## config.mk

```make
export PLATFORM = sky130hd
export DESIGN_NAME = fpc_controller
export DESIGN_NICKNAME = d
export VERILOG_FILES = /design/src/rtl/fpc_bus_cycle.v /design/src/rtl/fpc_controller.v
export VERILOG_INCLUDE_DIRS = /design/src /design/src/rtl
export SDC_FILE = /design/constraint.sdc
export NUM_CORES = 1
export LEC_CHECK = 0
export ABC_CLOCK_PERIOD_IN_PS = 6800
export BUFFER_PORTS_ARGS = -buffer_cell sky130_fd_sc_hd__buf_2
export CORE_MARGIN = 2
export CORE_UTILIZATION = 55
export CTS_CLUSTER_DIAMETER = 50
export DETAILED_ROUTE_END_ITERATION = 7
export PLACE_DENSITY = 0.8
export SETUP_SLACK_MARGIN = 0.05
export SYNTH_ARGS = -nofsm -noshare
export SYNTH_HDL_FRONTEND = slang
export SYNTH_SLANG_ARGS = --single-unit
```

## constraint.sdc

```tcl
create_clock -name i_ref_clk -period 6.8 [get_ports i_ref_clk]
set_clock_uncertainty 0.15 [all_clocks]
set_input_delay 1.36 -clock i_ref_clk [delete_from_list [all_inputs] [get_ports i_ref_clk]]
set_output_delay 1.36 -clock i_ref_clk [all_outputs]
set_load 0.01 [all_outputs]
```

## src/rtl/fpc_defines.vh

```
/*
  Constants for the protection command sequencer: bus addresses, command codes,
  operation codes and bus cycle timing in reference clock cycles.
  Assumes a 250 MHz reference clock and an 8-bit bus mode flash.
*/
`ifndef FPC_DEFINES_VH
`define FPC_DEFINES_VH

`define FPC_CLK_MHZ        250
`define FPC_ADDR_W         24
`define FPC_CYC_W          4
`define FPC_ADDR_UNLK1     24'h000aaa
`define FPC_ADDR_UNLK2     24'h000555
`define FPC_ADDR_ZERO      24'h000000
`define FPC_ADDR_PW_HI     24'h000003
`define FPC_D_UNLK1        8'haa
`define FPC_D_UNLK2        8'h55
`define FPC_D_SET_LOCKREG  8'h40
`define FPC_D_SET_PASSWD   8'h60
`define FPC_D_SET_PERSIST  8'hc0
`define FPC_D_SET_LOCKBIT  8'h50
`define FPC_D_SET_TRANS    8'he0
`define FPC_D_SET_EXTBLK   8'h88
`define FPC_D_EXIT1        8'h90
`define FPC_D_EXIT2        8'h00
`define FPC_D_PROG         8'ha0
`define FPC_D_GUARD_SET    8'h00
`define FPC_D_GUARD_CLR    8'h01
`define FPC_D_CLRALL1      8'h80
`define FPC_D_CLRALL2      8'h30
`define FPC_D_UNLOCK1      8'h25
`define FPC_D_UNLOCK2      8'h03
`define FPC_D_UNLOCK_END   8'h29
`define FPC_D_FILLER       8'h00
`define FPC_D_BLANK_PW     8'hff
`define FPC_ST_GUARDED     8'h00
`define FPC_ST_OPEN        8'h01
// Operation codes on i_op.
`define FPC_OP_W           4
`define FPC_OP_ENTER       4'h0
`define FPC_OP_EXIT        4'h1
`define FPC_OP_LOCKREG_WR  4'h2
`define FPC_OP_READ1       4'h3
`define FPC_OP_PW_PROG     4'h4
`define FPC_OP_PW_READ     4'h5
`define FPC_OP_PW_UNLOCK   4'h6
`define FPC_OP_GUARD_SET   4'h7
`define FPC_OP_TGUARD_CLR  4'h8
`define FPC_OP_CLRALL      4'h9
`define FPC_OP_LOCKBIT_SET 4'ha
`define FPC_OP_EXT_PROG    4'hb
`define FPC_OP_EXT_EXIT    4'hc
// Bus cycle phases, in ns and derived cycles (least times round up).
`define FPC_T_SETUP_NS     20
`define FPC_T_PULSE_NS     60
`define FPC_T_HOLD_NS      20
`define FPC_T_UNLOCK_GAP_NS 1000
`define FPC_SETUP_CYC      ((`FPC_T_SETUP_NS * `FPC_CLK_MHZ + 999) / 1000)
`define FPC_PULSE_CYC      ((`FPC_T_PULSE_NS * `FPC_CLK_MHZ + 999) / 1000)
`define FPC_HOLD_CYC       ((`FPC_T_HOLD_NS * `FPC_CLK_MHZ + 999) / 1000)
`define FPC_UNLOCK_GAP_CYC ((`FPC_T_UNLOCK_GAP_NS * `FPC_CLK_MHZ + 999) / 1000)

`endif

```

## src/rtl/fpc_bus_cycle.v

```verilog
/*
  One asynchronous flash bus cycle (write or read) with setup, strobe and hold
  phases counted on the reference clock.
  Assumes the data pins are split into input, output and enable by the bench.
*/
`timescale 1ns/1ps
`default_nettype none
`include "fpc_defines.vh"

module fpc_bus_cycle (
  input  wire        i_ref_clk,
  input  wire        i_rst_n,
  input  wire        i_go,
  input  wire        i_rd,
  input  wire [23:0] i_addr,
  input  wire [7:0]  i_wdata,
  input  wire [7:0]  i_dq_sync,
  output reg         o_done,
  output reg  [7:0]  o_rdata,
  output reg  [23:0] o_addr,
  output reg  [7:0]  o_dq,
  output reg         o_dq_oe,
  output reg         o_ce_n,
  output reg         o_oe_n,
  output reg         o_we_n
);

  localparam [1:0] PH_IDLE  = 2'd0;
  localparam [1:0] PH_SETUP = 2'd1;
  localparam [1:0] PH_PULSE = 2'd2;
  localparam [1:0] PH_HOLD  = 2'd3;
  localparam integer SETUP_I = `FPC_SETUP_CYC;
  localparam integer PULSE_I = `FPC_PULSE_CYC;
  localparam integer HOLD_I  = `FPC_HOLD_CYC;
  localparam [3:0] SETUP_N  = SETUP_I[3:0];
  localparam [3:0] PULSE_N  = PULSE_I[3:0];
  localparam [3:0] HOLD_N   = HOLD_I[3:0];

  reg [1:0] phase;
  reg [3:0] cnt;
  reg       rd;

  // ==========================================================================
  // Cycle sequencer
  always @(posedge i_ref_clk or negedge i_rst_n) begin
    if (!i_rst_n) begin
      phase   <= PH_IDLE;
      cnt     <= 4'h0;
      rd      <= 1'b0;
      o_done  <= 1'b0;
      o_rdata <= 8'h00;
      o_addr  <= 24'h000000;
      o_dq    <= 8'h00;
      o_dq_oe <= 1'b0;
      o_ce_n  <= 1'b1;
      o_oe_n  <= 1'b1;
      o_we_n  <= 1'b1;
    end else begin
      o_done <= 1'b0;
      case (phase)
        PH_IDLE: begin
          if (i_go) begin
            rd      <= i_rd;
            o_addr  <= i_addr;
            o_dq    <= i_wdata;
            o_dq_oe <= ~i_rd;
            o_ce_n  <= 1'b0;
            cnt     <= SETUP_N;
            phase   <= PH_SETUP;
          end
        end
        PH_SETUP: begin
          if (cnt == 4'h1) begin
            o_we_n <= rd;
            o_oe_n <= ~rd;
            cnt    <= PULSE_N;
            phase  <= PH_PULSE;
          end else begin
            cnt <= cnt - 4'h1;
          end
        end
        PH_PULSE: begin
          if (cnt == 4'h1) begin
            // Data is taken at the end of the strobe, after two sync stages.
            if (rd) begin
              o_rdata <= i_dq_sync;
            end
            o_we_n <= 1'b1;
            o_oe_n <= 1'b1;
            cnt    <= HOLD_N;
            phase  <= PH_HOLD;
          end else begin
            cnt <= cnt - 4'h1;
          end
        end
        PH_HOLD: begin
          if (cnt == 4'h1) begin
            o_ce_n  <= 1'b1;
            o_dq_oe <= 1'b0;
            o_done  <= 1'b1;
            phase   <= PH_IDLE;
          end else begin
            cnt <= cnt - 4'h1;
          end
        end
        default: begin
          phase <= PH_IDLE;
        end
      endcase
    end
  end

endmodule
`default_nettype wire

```

## src/rtl/fpc_controller.v

```verilog
/*
  Host-side controller for the block protection command sets of a byte-mode
  parallel flash. A user issues one operation at a time; the controller plays
  the matching bus write and read cycles on the flash pins.
  Assumes the flash is asynchronous and its data pins join the dq_* signals.
*/
// Behaviour
// - Exit set: write 90 then 00
// - Always exit before expecting array reads
// - Entry starts AA@AAA, 55@555
// - Lock register: A0, value@00; read one
// - Guard bit: A0, 00 set/01 clear
// - Password program: A0, word@index
// - Unlock: 25,03, four words, 29
// - Lock bit: A0,00; read bit 0
// - Extended block program, read, exit
// - Unlock commands spaced at least 1 us
`timescale 1ns/1ps
`default_nettype none
`include "fpc_defines.vh"

module fpc_controller (
  input  wire        i_ref_clk,
  input  wire        i_rst_n,
  input  wire        i_req,
  input  wire [3:0]  i_op,
  input  wire [7:0]  i_sel,
  input  wire [23:0] i_addr,
  input  wire [7:0]  i_data,
  input  wire [63:0] i_secret,
  input  wire [7:0]  i_dq_in,
  output reg         o_busy,
  output reg         o_done,
  output reg  [7:0]  o_rdata,
  output reg  [63:0] o_secret_rd,
  output reg         o_status_bit,
  output reg  [23:0] o_addr,
  output reg  [15:0] o_dq_out,
  output reg  [15:0] o_dq_oe,
  output reg         o_ce_n,
  output reg         o_oe_n,
  output reg         o_we_n
);

  localparam [1:0] S_IDLE  = 2'd0;
  localparam [1:0] S_ISSUE = 2'd1;
  localparam [1:0] S_WAIT  = 2'd2;
  localparam [1:0] S_GAP   = 2'd3;
  localparam integer GAP_I = `FPC_UNLOCK_GAP_CYC;
  localparam [8:0] GAP_N   = GAP_I[8:0];

  reg  [1:0]  state;
  reg  [3:0]  op;
  reg  [7:0]  sel;
  reg  [23:0] addr;
  reg  [7:0]  data;
  reg  [63:0] secret;
  reg  [2:0]  step;
  reg  [2:0]  last;
  reg  [8:0]  gap_cnt;
  reg  [7:0]  dq_meta;
  reg  [7:0]  dq_sync;
  reg         go;
  reg         step_rd;
  reg  [23:0] step_addr;
  reg  [7:0]  step_data;
  wire        cyc_done;
  wire [7:0]  cyc_rdata;
  wire [23:0] cyc_addr;
  wire [7:0]  cyc_dq;
  wire        cyc_dq_oe;
  wire        cyc_ce_n;
  wire        cyc_oe_n;
  wire        cyc_we_n;

  // ==========================================================================
  // Input synchroniser for the data pins
  always @(posedge i_ref_clk or negedge i_rst_n) begin
    if (!i_rst_n) begin
      dq_meta <= 8'h00;
      dq_sync <= 8'h00;
    end else begin
      dq_meta <= i_dq_in;
      dq_sync <= dq_meta;
    end
  end

  // ==========================================================================
  // Step table: address, data and direction of each bus cycle of an operation
  always @* begin
    step_rd   = 1'b0;
    step_addr = `FPC_ADDR_ZERO;
    step_data = `FPC_D_FILLER;
    last      = 3'd0;
    case (op)
      `FPC_OP_ENTER: begin
        last = 3'd2;
        case (step)
          3'd0: begin
            step_addr = `FPC_ADDR_UNLK1;
            step_data = `FPC_D_UNLK1;
          end
          3'd1: begin
            step_addr = `FPC_ADDR_UNLK2;
            step_data = `FPC_D_UNLK2;
          end
          default: begin
            // Bank bits from the user address ride on the third write.
            step_addr = (addr & 24'hfff000) | `FPC_ADDR_UNLK1;
            step_data = sel;
          end
        endcase
      end
      `FPC_OP_EXIT: begin
        last      = 3'd1;
        step_data = (step == 3'd0) ? `FPC_D_EXIT1 : `FPC_D_EXIT2;
      end
      `FPC_OP_READ1: begin
        step_rd   = 1'b1;
        step_addr = addr;
      end
      `FPC_OP_PW_READ: begin
        last      = 3'd3;
        step_rd   = 1'b1;
        step_addr = {21'h000000, step};
      end
      `FPC_OP_PW_UNLOCK: begin
        last = 3'd6;
        case (step)
          3'd0: step_data = `FPC_D_UNLOCK1;
          3'd1: step_data = `FPC_D_UNLOCK2;
          3'd6: step_data = `FPC_D_UNLOCK_END;
          default: begin
            step_addr = {22'h000000, step[1:0] - 2'd2};
            step_data = secret[(step - 3'd2) * 8 +: 8];
          end
        endcase
      end
      `FPC_OP_CLRALL: begin
        last      = 3'd1;
        step_data = (step == 3'd0) ? `FPC_D_CLRALL1 : `FPC_D_CLRALL2;
      end
      `FPC_OP_EXT_EXIT: begin
        last = 3'd3;
        case (step)
          3'd0: begin
            step_addr = `FPC_ADDR_UNLK1;
            step_data = `FPC_D_UNLK1;
          end
          3'd1: begin
            step_addr = `FPC_ADDR_UNLK2;
            step_data = `FPC_D_UNLK2;
          end
          3'd2: begin
            step_addr = `FPC_ADDR_UNLK1;
            step_data = `FPC_D_EXIT1;
          end
          default: step_data = `FPC_D_EXIT2;
        endcase
      end
      default: begin
        // Two-write program forms: A0 then a payload.
        last = 3'd1;
        if (step == 3'd0) begin
          step_data = `FPC_D_PROG;
        end else begin
          case (op)
            `FPC_OP_LOCKREG_WR:  step_data = data;
            `FPC_OP_PW_PROG: begin
              step_addr = {22'h000000, addr[1:0]};
              step_data = data;
            end
            `FPC_OP_GUARD_SET: begin
              step_addr = addr;
              step_data = `FPC_D_GUARD_SET;
            end
            `FPC_OP_TGUARD_CLR: begin
              step_addr = addr;
              step_data = `FPC_D_GUARD_CLR;
            end
            `FPC_OP_LOCKBIT_SET: step_data = `FPC_D_GUARD_SET;
            `FPC_OP_EXT_PROG: begin
              step_addr = addr;
              step_data = data;
            end
            default: step_data = `FPC_D_FILLER;
          endcase
        end
      end
    endcase
  end

  // ==========================================================================
  // Operation sequencer
  always @(posedge i_ref_clk or negedge i_rst_n) begin
    if (!i_rst_n) begin
      state        <= S_IDLE;
      op           <= `FPC_OP_EXIT;
      sel          <= 8'h00;
      addr         <= 24'h000000;
      data         <= 8'h00;
      secret       <= 64'h0;
      step         <= 3'd0;
      gap_cnt      <= 9'h000;
      go           <= 1'b0;
      o_busy       <= 1'b0;
      o_done       <= 1'b0;
      o_rdata      <= 8'h00;
      o_secret_rd  <= 64'h0;
      o_status_bit <= 1'b0;
    end else begin
      go     <= 1'b0;
      o_done <= 1'b0;
      if (gap_cnt != 9'h000) begin
        gap_cnt <= gap_cnt - 9'h001;
      end
      case (state)
        S_IDLE: begin
          if (i_req) begin
            op     <= i_op;
            sel    <= i_sel;
            addr   <= i_addr;
            data   <= i_data;
            secret <= i_secret;
            step   <= 3'd0;
            o_busy <= 1'b1;
            // A new unlock waits out the spacing of the previous one.
            state  <= (i_op == `FPC_OP_PW_UNLOCK) ? S_GAP : S_ISSUE;
          end
        end
        S_GAP: begin
          if (gap_cnt == 9'h000) begin
            state <= S_ISSUE;
          end
        end
        S_ISSUE: begin
          go    <= 1'b1;
          state <= S_WAIT;
        end
        S_WAIT: begin
          if (cyc_done) begin
            if (step_rd) begin
              o_rdata      <= cyc_rdata;
              o_status_bit <= cyc_rdata[0];
              if (op == `FPC_OP_PW_READ) begin
                o_secret_rd[step[1:0] * 8 +: 8] <= cyc_rdata;
              end
            end
            if (step == last) begin
              if (op == `FPC_OP_PW_UNLOCK) begin
                gap_cnt <= GAP_N;
              end
              o_busy <= 1'b0;
              o_done <= 1'b1;
              state  <= S_IDLE;
            end else begin
              step  <= step + 3'd1;
              state <= S_ISSUE;
            end
          end
        end
        default: begin
          state <= S_IDLE;
        end
      endcase
    end
  end

  // ==========================================================================
  // Pin drivers; upper data lines are driven low during command writes.
  always @(posedge i_ref_clk or negedge i_rst_n) begin
    if (!i_rst_n) begin
      o_addr   <= 24'h000000;
      o_dq_out <= 16'h0000;
      o_dq_oe  <= 16'h0000;
      o_ce_n   <= 1'b1;
      o_oe_n   <= 1'b1;
      o_we_n   <= 1'b1;
    end else begin
      o_addr   <= cyc_addr;
      o_dq_out <= {8'h00, cyc_dq};
      o_dq_oe  <= {16{cyc_dq_oe}};
      o_ce_n   <= cyc_ce_n;
      o_oe_n   <= cyc_oe_n;
      o_we_n   <= cyc_we_n;
    end
  end

  fpc_bus_cycle u_cycle (
    .i_ref_clk (i_ref_clk),
    .i_rst_n   (i_rst_n),
    .i_go      (go),
    .i_rd      (step_rd),
    .i_addr    (step_addr),
    .i_wdata   (step_data),
    .i_dq_sync (dq_sync),
    .o_done    (cyc_done),
    .o_rdata   (cyc_rdata),
    .o_addr    (cyc_addr),
    .o_dq      (cyc_dq),
    .o_dq_oe   (cyc_dq_oe),
    .o_ce_n    (cyc_ce_n),
    .o_oe_n    (cyc_oe_n),
    .o_we_n    (cyc_we_n)
  );

endmodule
`default_nettype wire

```

==> out/qor.csv, run 1 <==
stage,metric,value,unit
global_routing,track_usage,0.2292,
synth,synth_edf_count,0,
detailed_routing,vias,8391,
floorplan,rows,54,
clock_network,cts_sinks,301,
detailed_routing,routed_wirelength,27.28,mm
layout,area_delta_synth_final,17.68,%
clock_network,path_clk_slew,60,ps
timing,rsz0062_at_grt,false,
worst_setup_path,worstPathCellList,buf_4 -> inv_2 -> ha_1 -> nor2b_1 -> a21oi_1 -> or3_1 -> nand3_1 -> a21oi_1 -> a22o_1,
floorplan,die_h,154.2,µm
timing,fin_crit,3513,ps
timing,setup_viol,0,
worst_setup_path,worstPathMaxFanout,24,
layout,stdcell_area,14610,µm²
layout,drive_gt1_frac,0.3735,
place,dp_hpwl,18.93,mm
worst_setup_path,worstPathArrival,3790,ps
floorplan,ios,253,
timing,final_hold_viol_count,0,
worst_setup_path,cp_slowest_cell,nor2b_1,
power,p_switching,2.203,mW
worst_setup_path,cp_num_buf_inv,2,
outcome,outcome,finished clean,
clock_network,insertion_delay,540,ps
global_routing,grt_max_degree,164,
power,p_int,4.365,mW
synth,synth.distinct_cells,64,
power,leakage,7.025,nW
clock_network,cts_made_buffers,31,
detailed_routing,via_per_inst,5.550,
power,seq_power_share,0.428,
power,clockPowerShare,0.246,
floorplan,die_area,23790,µm²
global_routing,grt_pass1_vias,8256,
clock_network,clockBufferDepth,3,
clock_network,cts_setup_buffers,0,
place,place.gp.congestion,0.9476,
global_routing,grt.overflow.total,0,
detailed_routing,drt_iter0_markers,511,
detailed_routing,first_pass_iters,5,
synth,ys_seq_elements,301,
detailed_routing,ant_nets,0,
power,peakVddDrop,0.2561,mV
floorplan,start_util,0.5654,
clock_network,cts-root-buf,clkbuf_16,
worst_setup_path,crit_family,simple AND/OR/NAND/NOR gates,
worst_setup_path,rrSetupSlack,3290,ps
worst_setup_path,crit_required,7070,ps
timing,fin_crit_sh,0.5167,
clock_network,cts_hold_buffers,0,
flow_run,cap_violations,0,
timing,max-slew-margin-rel,0.2001,
layout,fillers,1625,
power,combPwrFrac,0.326,
clock_network,cts_htree_levels,1,
synth,postSynth.asyncResetShare,1.000,
power,p_per_area,449.5,nW/µm²
clock_network,cts_tree,built,
timing,fmax,284.6,MHz
clock_network,cts_resized,0,
worst_setup_path,startpoint_type,flip-flop,
worst_setup_path,worstSetupEndpointType,flip-flop,
place,placed_area,13620,µm²
synth,syn_area_per_cell,12.26,µm²
detailed_routing,wl_per_cell,18.04,µm
detailed_routing,drcViolationCount,0,
synth,ys.warnings.count,0,
layout,nets,1343,
timing,finalSetupTns,0,ps
floorplan,die_w,154.2,µm
timing,worstMarginPinSlew,1197,ps
timing,slew_violations,0,
worst_setup_path,path_class,flip-flop to flip-flop,
synth,synth_seq_area_share,0.6074,
hold_path,hold_class,flip-flop to flip-flop,
floorplan,core,21960,µm²
synth,synth_ff_type,dfrtp_1,
synth,syn_inst,1013,
global_routing,grt_pass1_wl,44.09,mm
place,io_buffer_count,244,
worst_setup_path,crit_path_frequent_cell,a21oi_1,
power,swShare,0.3354,
global_routing,antenna_found_initial,7,
synth,syn-cell-area,12420,µm²
worst_setup_path,max_stage_delay,670,ps
## layout make-up
class / instances / area, µm² / share of cell area
multi-input cells: 610 / 4375 / 0.2995
diodes: 3 / 7.507 / 0.0005138
clock inverters: 11 / 90.09 / 0.006166
flip-flops and latches: 301 / 7541 / 0.5161
well taps: 280 / 350.3 / 0.02398
clock buffers: 42 / 897.1 / 0.06140
repair buffers: 251 / 1296 / 0.08872
inverters: 14 / 52.55 / 0.003597
## metrics by stage
stage / utilization / hold WS, ps / setup WS [ps] / cells / total power, mW
floorplan: - / 181.2 / 3807 / 1020 / 4.334
global placement: 0.6201 / 183.0 / 3483 / 1456 / 4.871
detailed placement: 0.6201 / 186.5 / 3398 / 1456 / 4.952
CTS: 0.6650 / 199.8 / 3384 / 1509 / 6.601
global route: 0.6650 / 204.1 / 3010 / 1509 / 6.977
finish: 0.6654 / 196.3 / 3287 / 1512 / 6.568
## worst reg2reg max path, stage by stage, from the launching register on
cell and delay (ps):
dfrtp_1 360, buf_4 240, inv_2 230, ha_1 460, nor2b_1 680, a21oi_1 150, or3_1 340, nand3_1 220
a21oi_1 270, a22o_1 310
## cells by family (layout without fill, tap and decap cells)
family	after synthesis	after routing	synth area share
DFF	301	301	0.6074
AOI/OAI and AO/OA	178	178	0.08758
other	1	11	0.0003020
muxes	147	147	0.1475
buffers and inverters	109	318	0.04273
adders and majority gates	15	15	0.01512
xor gates and xnor gates	9	9	0.006349
and+or+nand+nor	253	253	0.09302
## registers in the layout, summed over array words and instances, names as in the netlist, 2 cells and up
signal,cells
dq_meta,8
o_secret_rd,64
o_dq_out,8
dq_sync,8
u_cycle.cnt,4
u_cycle.o_dq,8
data,8
u_cycle.phase,2
u_cycle.o_rdata,8
u_cycle.o_addr,24
secret,64
op,4
step,3
o_addr,24
o_rdata,8
gap_cnt,9
addr,24
state,2
sel,8
## synthesized netlist by cell type, drive strengths merged, types with 3 or more instances
cell | number | area share
o32a | 3 | 0.0024
o211ai | 5 | 0.0030
and2 | 9 | 0.0049
nor3b | 6 | 0.0036
xnor2 | 7 | 0.0049
nand2 | 132 | 0.040
dfstp | 7 | 0.015
a21oi | 42 | 0.017
a22o | 13 | 0.0092
a31oi | 6 | 0.0030
a211oi | 3 | 0.0018
mux4 | 16 | 0.029
mux2i | 3 | 0.0024
nor2 | 43 | 0.013
inv | 14 | 0.0042
o32ai | 3 | 0.0021
nor2b | 10 | 0.0050
or3 | 7 | 0.0035
o22ai | 7 | 0.0035
dfrtp | 294 | 0.59
nand3 | 8 | 0.0032
buf | 45 | 0.023
a221oi | 5 | 0.0035
o21ai | 71 | 0.029
nand2b | 9 | 0.0045
and3 | 3 | 0.0015
o31ai | 3 | 0.0018
mux2 | 128 | 0.12
clkbuf | 50 | 0.015
nor3 | 12 | 0.0048
ha | 15 | 0.015
## final timing paths
path                       cells after the start  startpoint                 end
max                                            9     step[0]  u_cycle.o_addr[15]
min                                            0  dq_meta[2]          dq_sync[2]
max reg2reg                                    9     step[0]  u_cycle.o_addr[15]
min reg2reg                                    0  dq_meta[2]          dq_sync[2]
max in group asynchronous                      2     i_rst_n           secret[9]
min in group asynchronous                      1     i_rst_n          dq_sync[6]
## power groups by stage
stage	Sequential [mW]	Combinational [mW]	Clock [mW]
floorplan	2.68	1.65	0
global placement	2.81	2.06	0
detailed placement	2.84	2.12	0
CTS	2.81	2.13	1.66
global route	2.89	2.36	1.73
finish	2.81	2.14	1.62
## layer usage
| metal | track usage | wire (µm) | vias to the layer above |
|---|---|---|---|
| met1 | 0.3198 | 11590 | 4093 |
| met4 | 0.06142 | 635 | 8 |
| met2 | 0.3694 | 12850 | 337 |
| li1 | - | - | 3899 |
| met5 | 0 | 50 | - |
| met3 | 0.05043 | 2147 | 54 |
## layout by cell type, fill, tap and decap left out, types with 6 or more instances in the layout
master	n
clkbuf_8	8
nand2_1	132
nor2_1	43
a21oi_1	42
mux2_2	128
and2_1	6
buf_2	243
o21ai_0	70
buf_4	6
o22ai_1	7
or3_1	7
a22o_1	13
mux4_2	16
inv_1	13
dfstp_2	7
nand3_1	8
nand2b_1	9
a31oi_1	6
ha_1	15
conb_1	8
nor2b_1	10
clkbuf_16	31
clkinv_2	7
nor3_1	12
dfrtp_1	294
xnor2_1	7
Power figures use the tool's default switching activity.
==> inputs of run 2 (changes only) <==
--- a/config.mk
+++ b/config.mk
@@ -6,13 +6,13 @@
 export SDC_FILE = /design/constraint.sdc
 export NUM_CORES = 1
 export LEC_CHECK = 0
-export ABC_CLOCK_PERIOD_IN_PS = 6800
+export ABC_CLOCK_PERIOD_IN_PS = 3000
 export BUFFER_PORTS_ARGS = -buffer_cell sky130_fd_sc_hd__buf_2
 export CORE_MARGIN = 2
-export CORE_UTILIZATION = 55
+export CORE_UTILIZATION = 50
 export CTS_CLUSTER_DIAMETER = 50
 export DETAILED_ROUTE_END_ITERATION = 7
-export PLACE_DENSITY = 0.8
+export PLACE_DENSITY = 0.77
 export SETUP_SLACK_MARGIN = 0.05
 export SYNTH_ARGS = -nofsm -noshare
 export SYNTH_HDL_FRONTEND = slang
==> constraint.sdc (replaced) <==
create_clock -name i_ref_clk -period 3 [get_ports i_ref_clk]
set_clock_uncertainty 0.15 [all_clocks]
set_input_delay 0.6 -clock i_ref_clk [delete_from_list [all_inputs] [get_ports i_ref_clk]]
set_output_delay 0.6 -clock i_ref_clk [all_outputs]
set_load 0.01 [all_outputs]
==> out/qor.csv, run 2 (synthesis gave the netlist of run 1 again) <==
stage,metric,value,unit,change
clock_network,path_clk_slew,60,ps,about the same
worst_setup_path,cp_num_cells,6,,was 9
global_routing,track_usage,0.2253,,was 0.2292
detailed_routing,ant_nets,0,,unchanged
clock_network,cts_made_buffers,34,,was 31
worst_setup_path,crit_family,simple AND/OR/NAND/NOR gates,,unchanged
layout,stdcell_area,15060,µm²,"was 14,610 µm²"
worst_setup_path,worstPathCellList,nand2_1 -> or3_1 -> a31oi_1 -> nor2_1 -> or3_1 -> and2_4,,was buf_4 -> inv_2 -> ha_1 -> nor2b_1 -> a21oi_1 -> or3_1 -> nand3_1 -> a21oi_1 -> a22o_1
power,p_total,15.63,mW,was 6.568 mW
timing,fin_crit_sh,0.8793,,was 0.5167
worst_setup_path,worstSetupEndpointType,flip-flop,,unchanged
clock_network,insertion_delay,510,ps,was 540 ps
global_routing,grt.overflow.total,0,,unchanged
power,peakVddDrop,0.6076,mV,was 0.2561 mV
layout,nets,1373,,"was 1,343"
place,place.gp.congestion,0.9019,,was 0.9476
clock_network,clockBufferDepth,3,,unchanged
place,dp_hpwl,20.06,mm,was 18.93 mm
worst_setup_path,cp_slowest_cell,dfrtp_1,,was nor2b_1
detailed_routing,via_per_inst,5.418,,was 5.550
worst_setup_path,worstPathMaxFanout,15,,was 24
detailed_routing,routed_wirelength,28.52,mm,was 27.28 mm
clock_network,cts_tree,built,,unchanged
worst_setup_path,max_stage_delay,630,ps,was 670 ps
layout,layout_commonest_cell,dfrtp_1,,unchanged
layout,reg_top3,"o_secret_rd: 64 flops, secret: 64 flops",,unchanged
timing,rsz0062_at_grt,false,,unchanged
worst_setup_path,worstPathArrival,2870,ps,was 3790 ps
timing,max-slew-margin-rel,0.2850,,was 0.2001
layout,area_delta_synth_final,21.27,%,was 17.68%
floorplan,die_w,161.6,µm,was 154.2 µm
floorplan,ios,253,,unchanged
floorplan,die_h,161.6,µm,was 154.2 µm
power,p_per_area,1038,nW/µm²,was 449.5 nW/µm²
power,leakage,7.238,nW,was 7.025 nW
timing,finalSetupTns,0,ps,unchanged
worst_setup_path,crit_required,3240,ps,was 7070 ps
timing,setup_viol,0,,unchanged
clock_network,cts_sinks,301,,unchanged
worst_setup_path,crit_path_frequent_cell,or3_1,,was a21oi_1
layout,utilization,0.6191,,was 0.6654
outcome,outcome,finished clean,,unchanged
detailed_routing,first_pass_iters,5,,unchanged
layout,drive_gt1_frac,0.3872,,was 0.3735
timing,fmax,379.1,MHz,was 284.6 MHz
global_routing,grt_pass1_vias,8725,,"was 8,256"
global_routing,grt_pass1_wl,46.64,mm,was 44.09 mm
floorplan,start_util,0.5105,,was 0.5654
place,placed_area,13900,µm²,"was 13,620 µm²"
detailed_routing,vias,8603,,"was 8,391"
detailed_routing,wl_per_cell,17.96,µm,was 18.04 µm
timing,fin_crit,2638,ps,was 3513 ps
timing,worstMarginPinSlew,1072,ps,was 1197 ps
place,io_buffer_count,244,,unchanged
timing,final_hold_viol_count,0,,unchanged
worst_setup_path,path_class,flip-flop to flip-flop,,unchanged
detailed_routing,drcViolationCount,0,,unchanged
hold_path,hold_depth,1,,was 0
worst_setup_path,cp_num_buf_inv,0,,was 2
global_routing,grt_max_degree,106,,was 164
layout,layout_common_cells,"294 x dfrtp_1, 243 x buf_2, 132 x nand2_1",,unchanged
floorplan,rows,57,,was 54
flow_run,cap_violations,0,,unchanged
floorplan,core,24320,µm²,"was 21,960 µm²"
global_routing,antenna_found_initial,4,,was 7
floorplan,die_area,26110,µm²,"was 23,790 µm²"
worst_setup_path,startpoint_type,flip-flop,,unchanged
hold_path,hold_class,primary input to flip-flop,,was flip-flop to flip-flop
clock_network,cts_htree_levels,2,,was 1
clock_network,cts-root-buf,clkbuf_16,,unchanged
detailed_routing,drt_iter0_markers,636,,was 511
worst_setup_path,rr_worst_depth,6,,was 9
timing,slew_violations,0,,unchanged
run 2: cell count changes in the layout (fill, tap and decap cells not counted), sizes merged:
cell,before,now
diode,3,1
clkbuf,42,44
inv,16,18
bufinv,1,4
dlygate4sd3,0,1
buf,251,277
run 2: worst paths after layout:
kind	start	to	slack (ps)
min	i_dq_in[5]	dq_meta[5]	50
max reg2reg	op[2]	gap_cnt[2]	360
max	op[2]	gap_cnt[2]	360
min reg2reg	dq_meta[5]	dq_sync[5]	200
min in group asynchronous	i_rst_n	u_cycle.o_rdata[6]	450
max in group asynchronous	i_rst_n	op[0]	1510
run 2: metal layers:
layer	up-vias	global-route usage	routed length [µm]
met5	-	0	35
met4	6	0.06615	605
met3	55	0.05059	2180
met2	349	0.3627	13510
met1	4234	0.3098	12190
li1	3959	-	-
run 2: worst reg2reg max path, cell delays in order (launching register included):
cell and delay (ps):
dfrtp_1 630, nand2_1 250, or3_1 360, a31oi_1 240, nor2_1 120, or3_1 550, and2_4 200
run 2: final cells by class:
type	instances	area [µm²]
Fill cell	1911	9263
Sequential cell	301	7541
Multi-Input combinational cell	610	4375
Timing Repair Buffer	278	1539
Clock buffer	44	939.7
Tap cell	324	405.4
Clock inverter	16	201.4
Inverter	14	52.55
Antenna cell	1	2.502
run 2: what timing repair did:
item	4_1_cts	5_1_grt
hold endpoints to repair	44	0
hold buffers	1	0
setup buffers	0	0
resized for setup	0	0
run 2: report_power, final:
group	internal [mW]	total (mW)	leakage, nW	switching (mW)
Clock	2.57	4.19	0.562	1.62
Combinational	2.49	5.20	2.84	2.71
Sequential	5.40	6.25	3.83	0.849
Total	10.5	15.6	7.24	5.17
run 2: stage by stage:
step / hold slack (ps) / setup slack [ps] / std cells
final: 51.57 / 362.1 / 1588
after global routing: 40.62 / 109.7 / 1587
after CTS: 34.31 / 377.2 / 1587
after detailed placement: 184.7 / 430.5 / 1526
after global placement: 183.7 / 463.0 / 1526
after floorplan: 154.4 / 391.3 / 1020
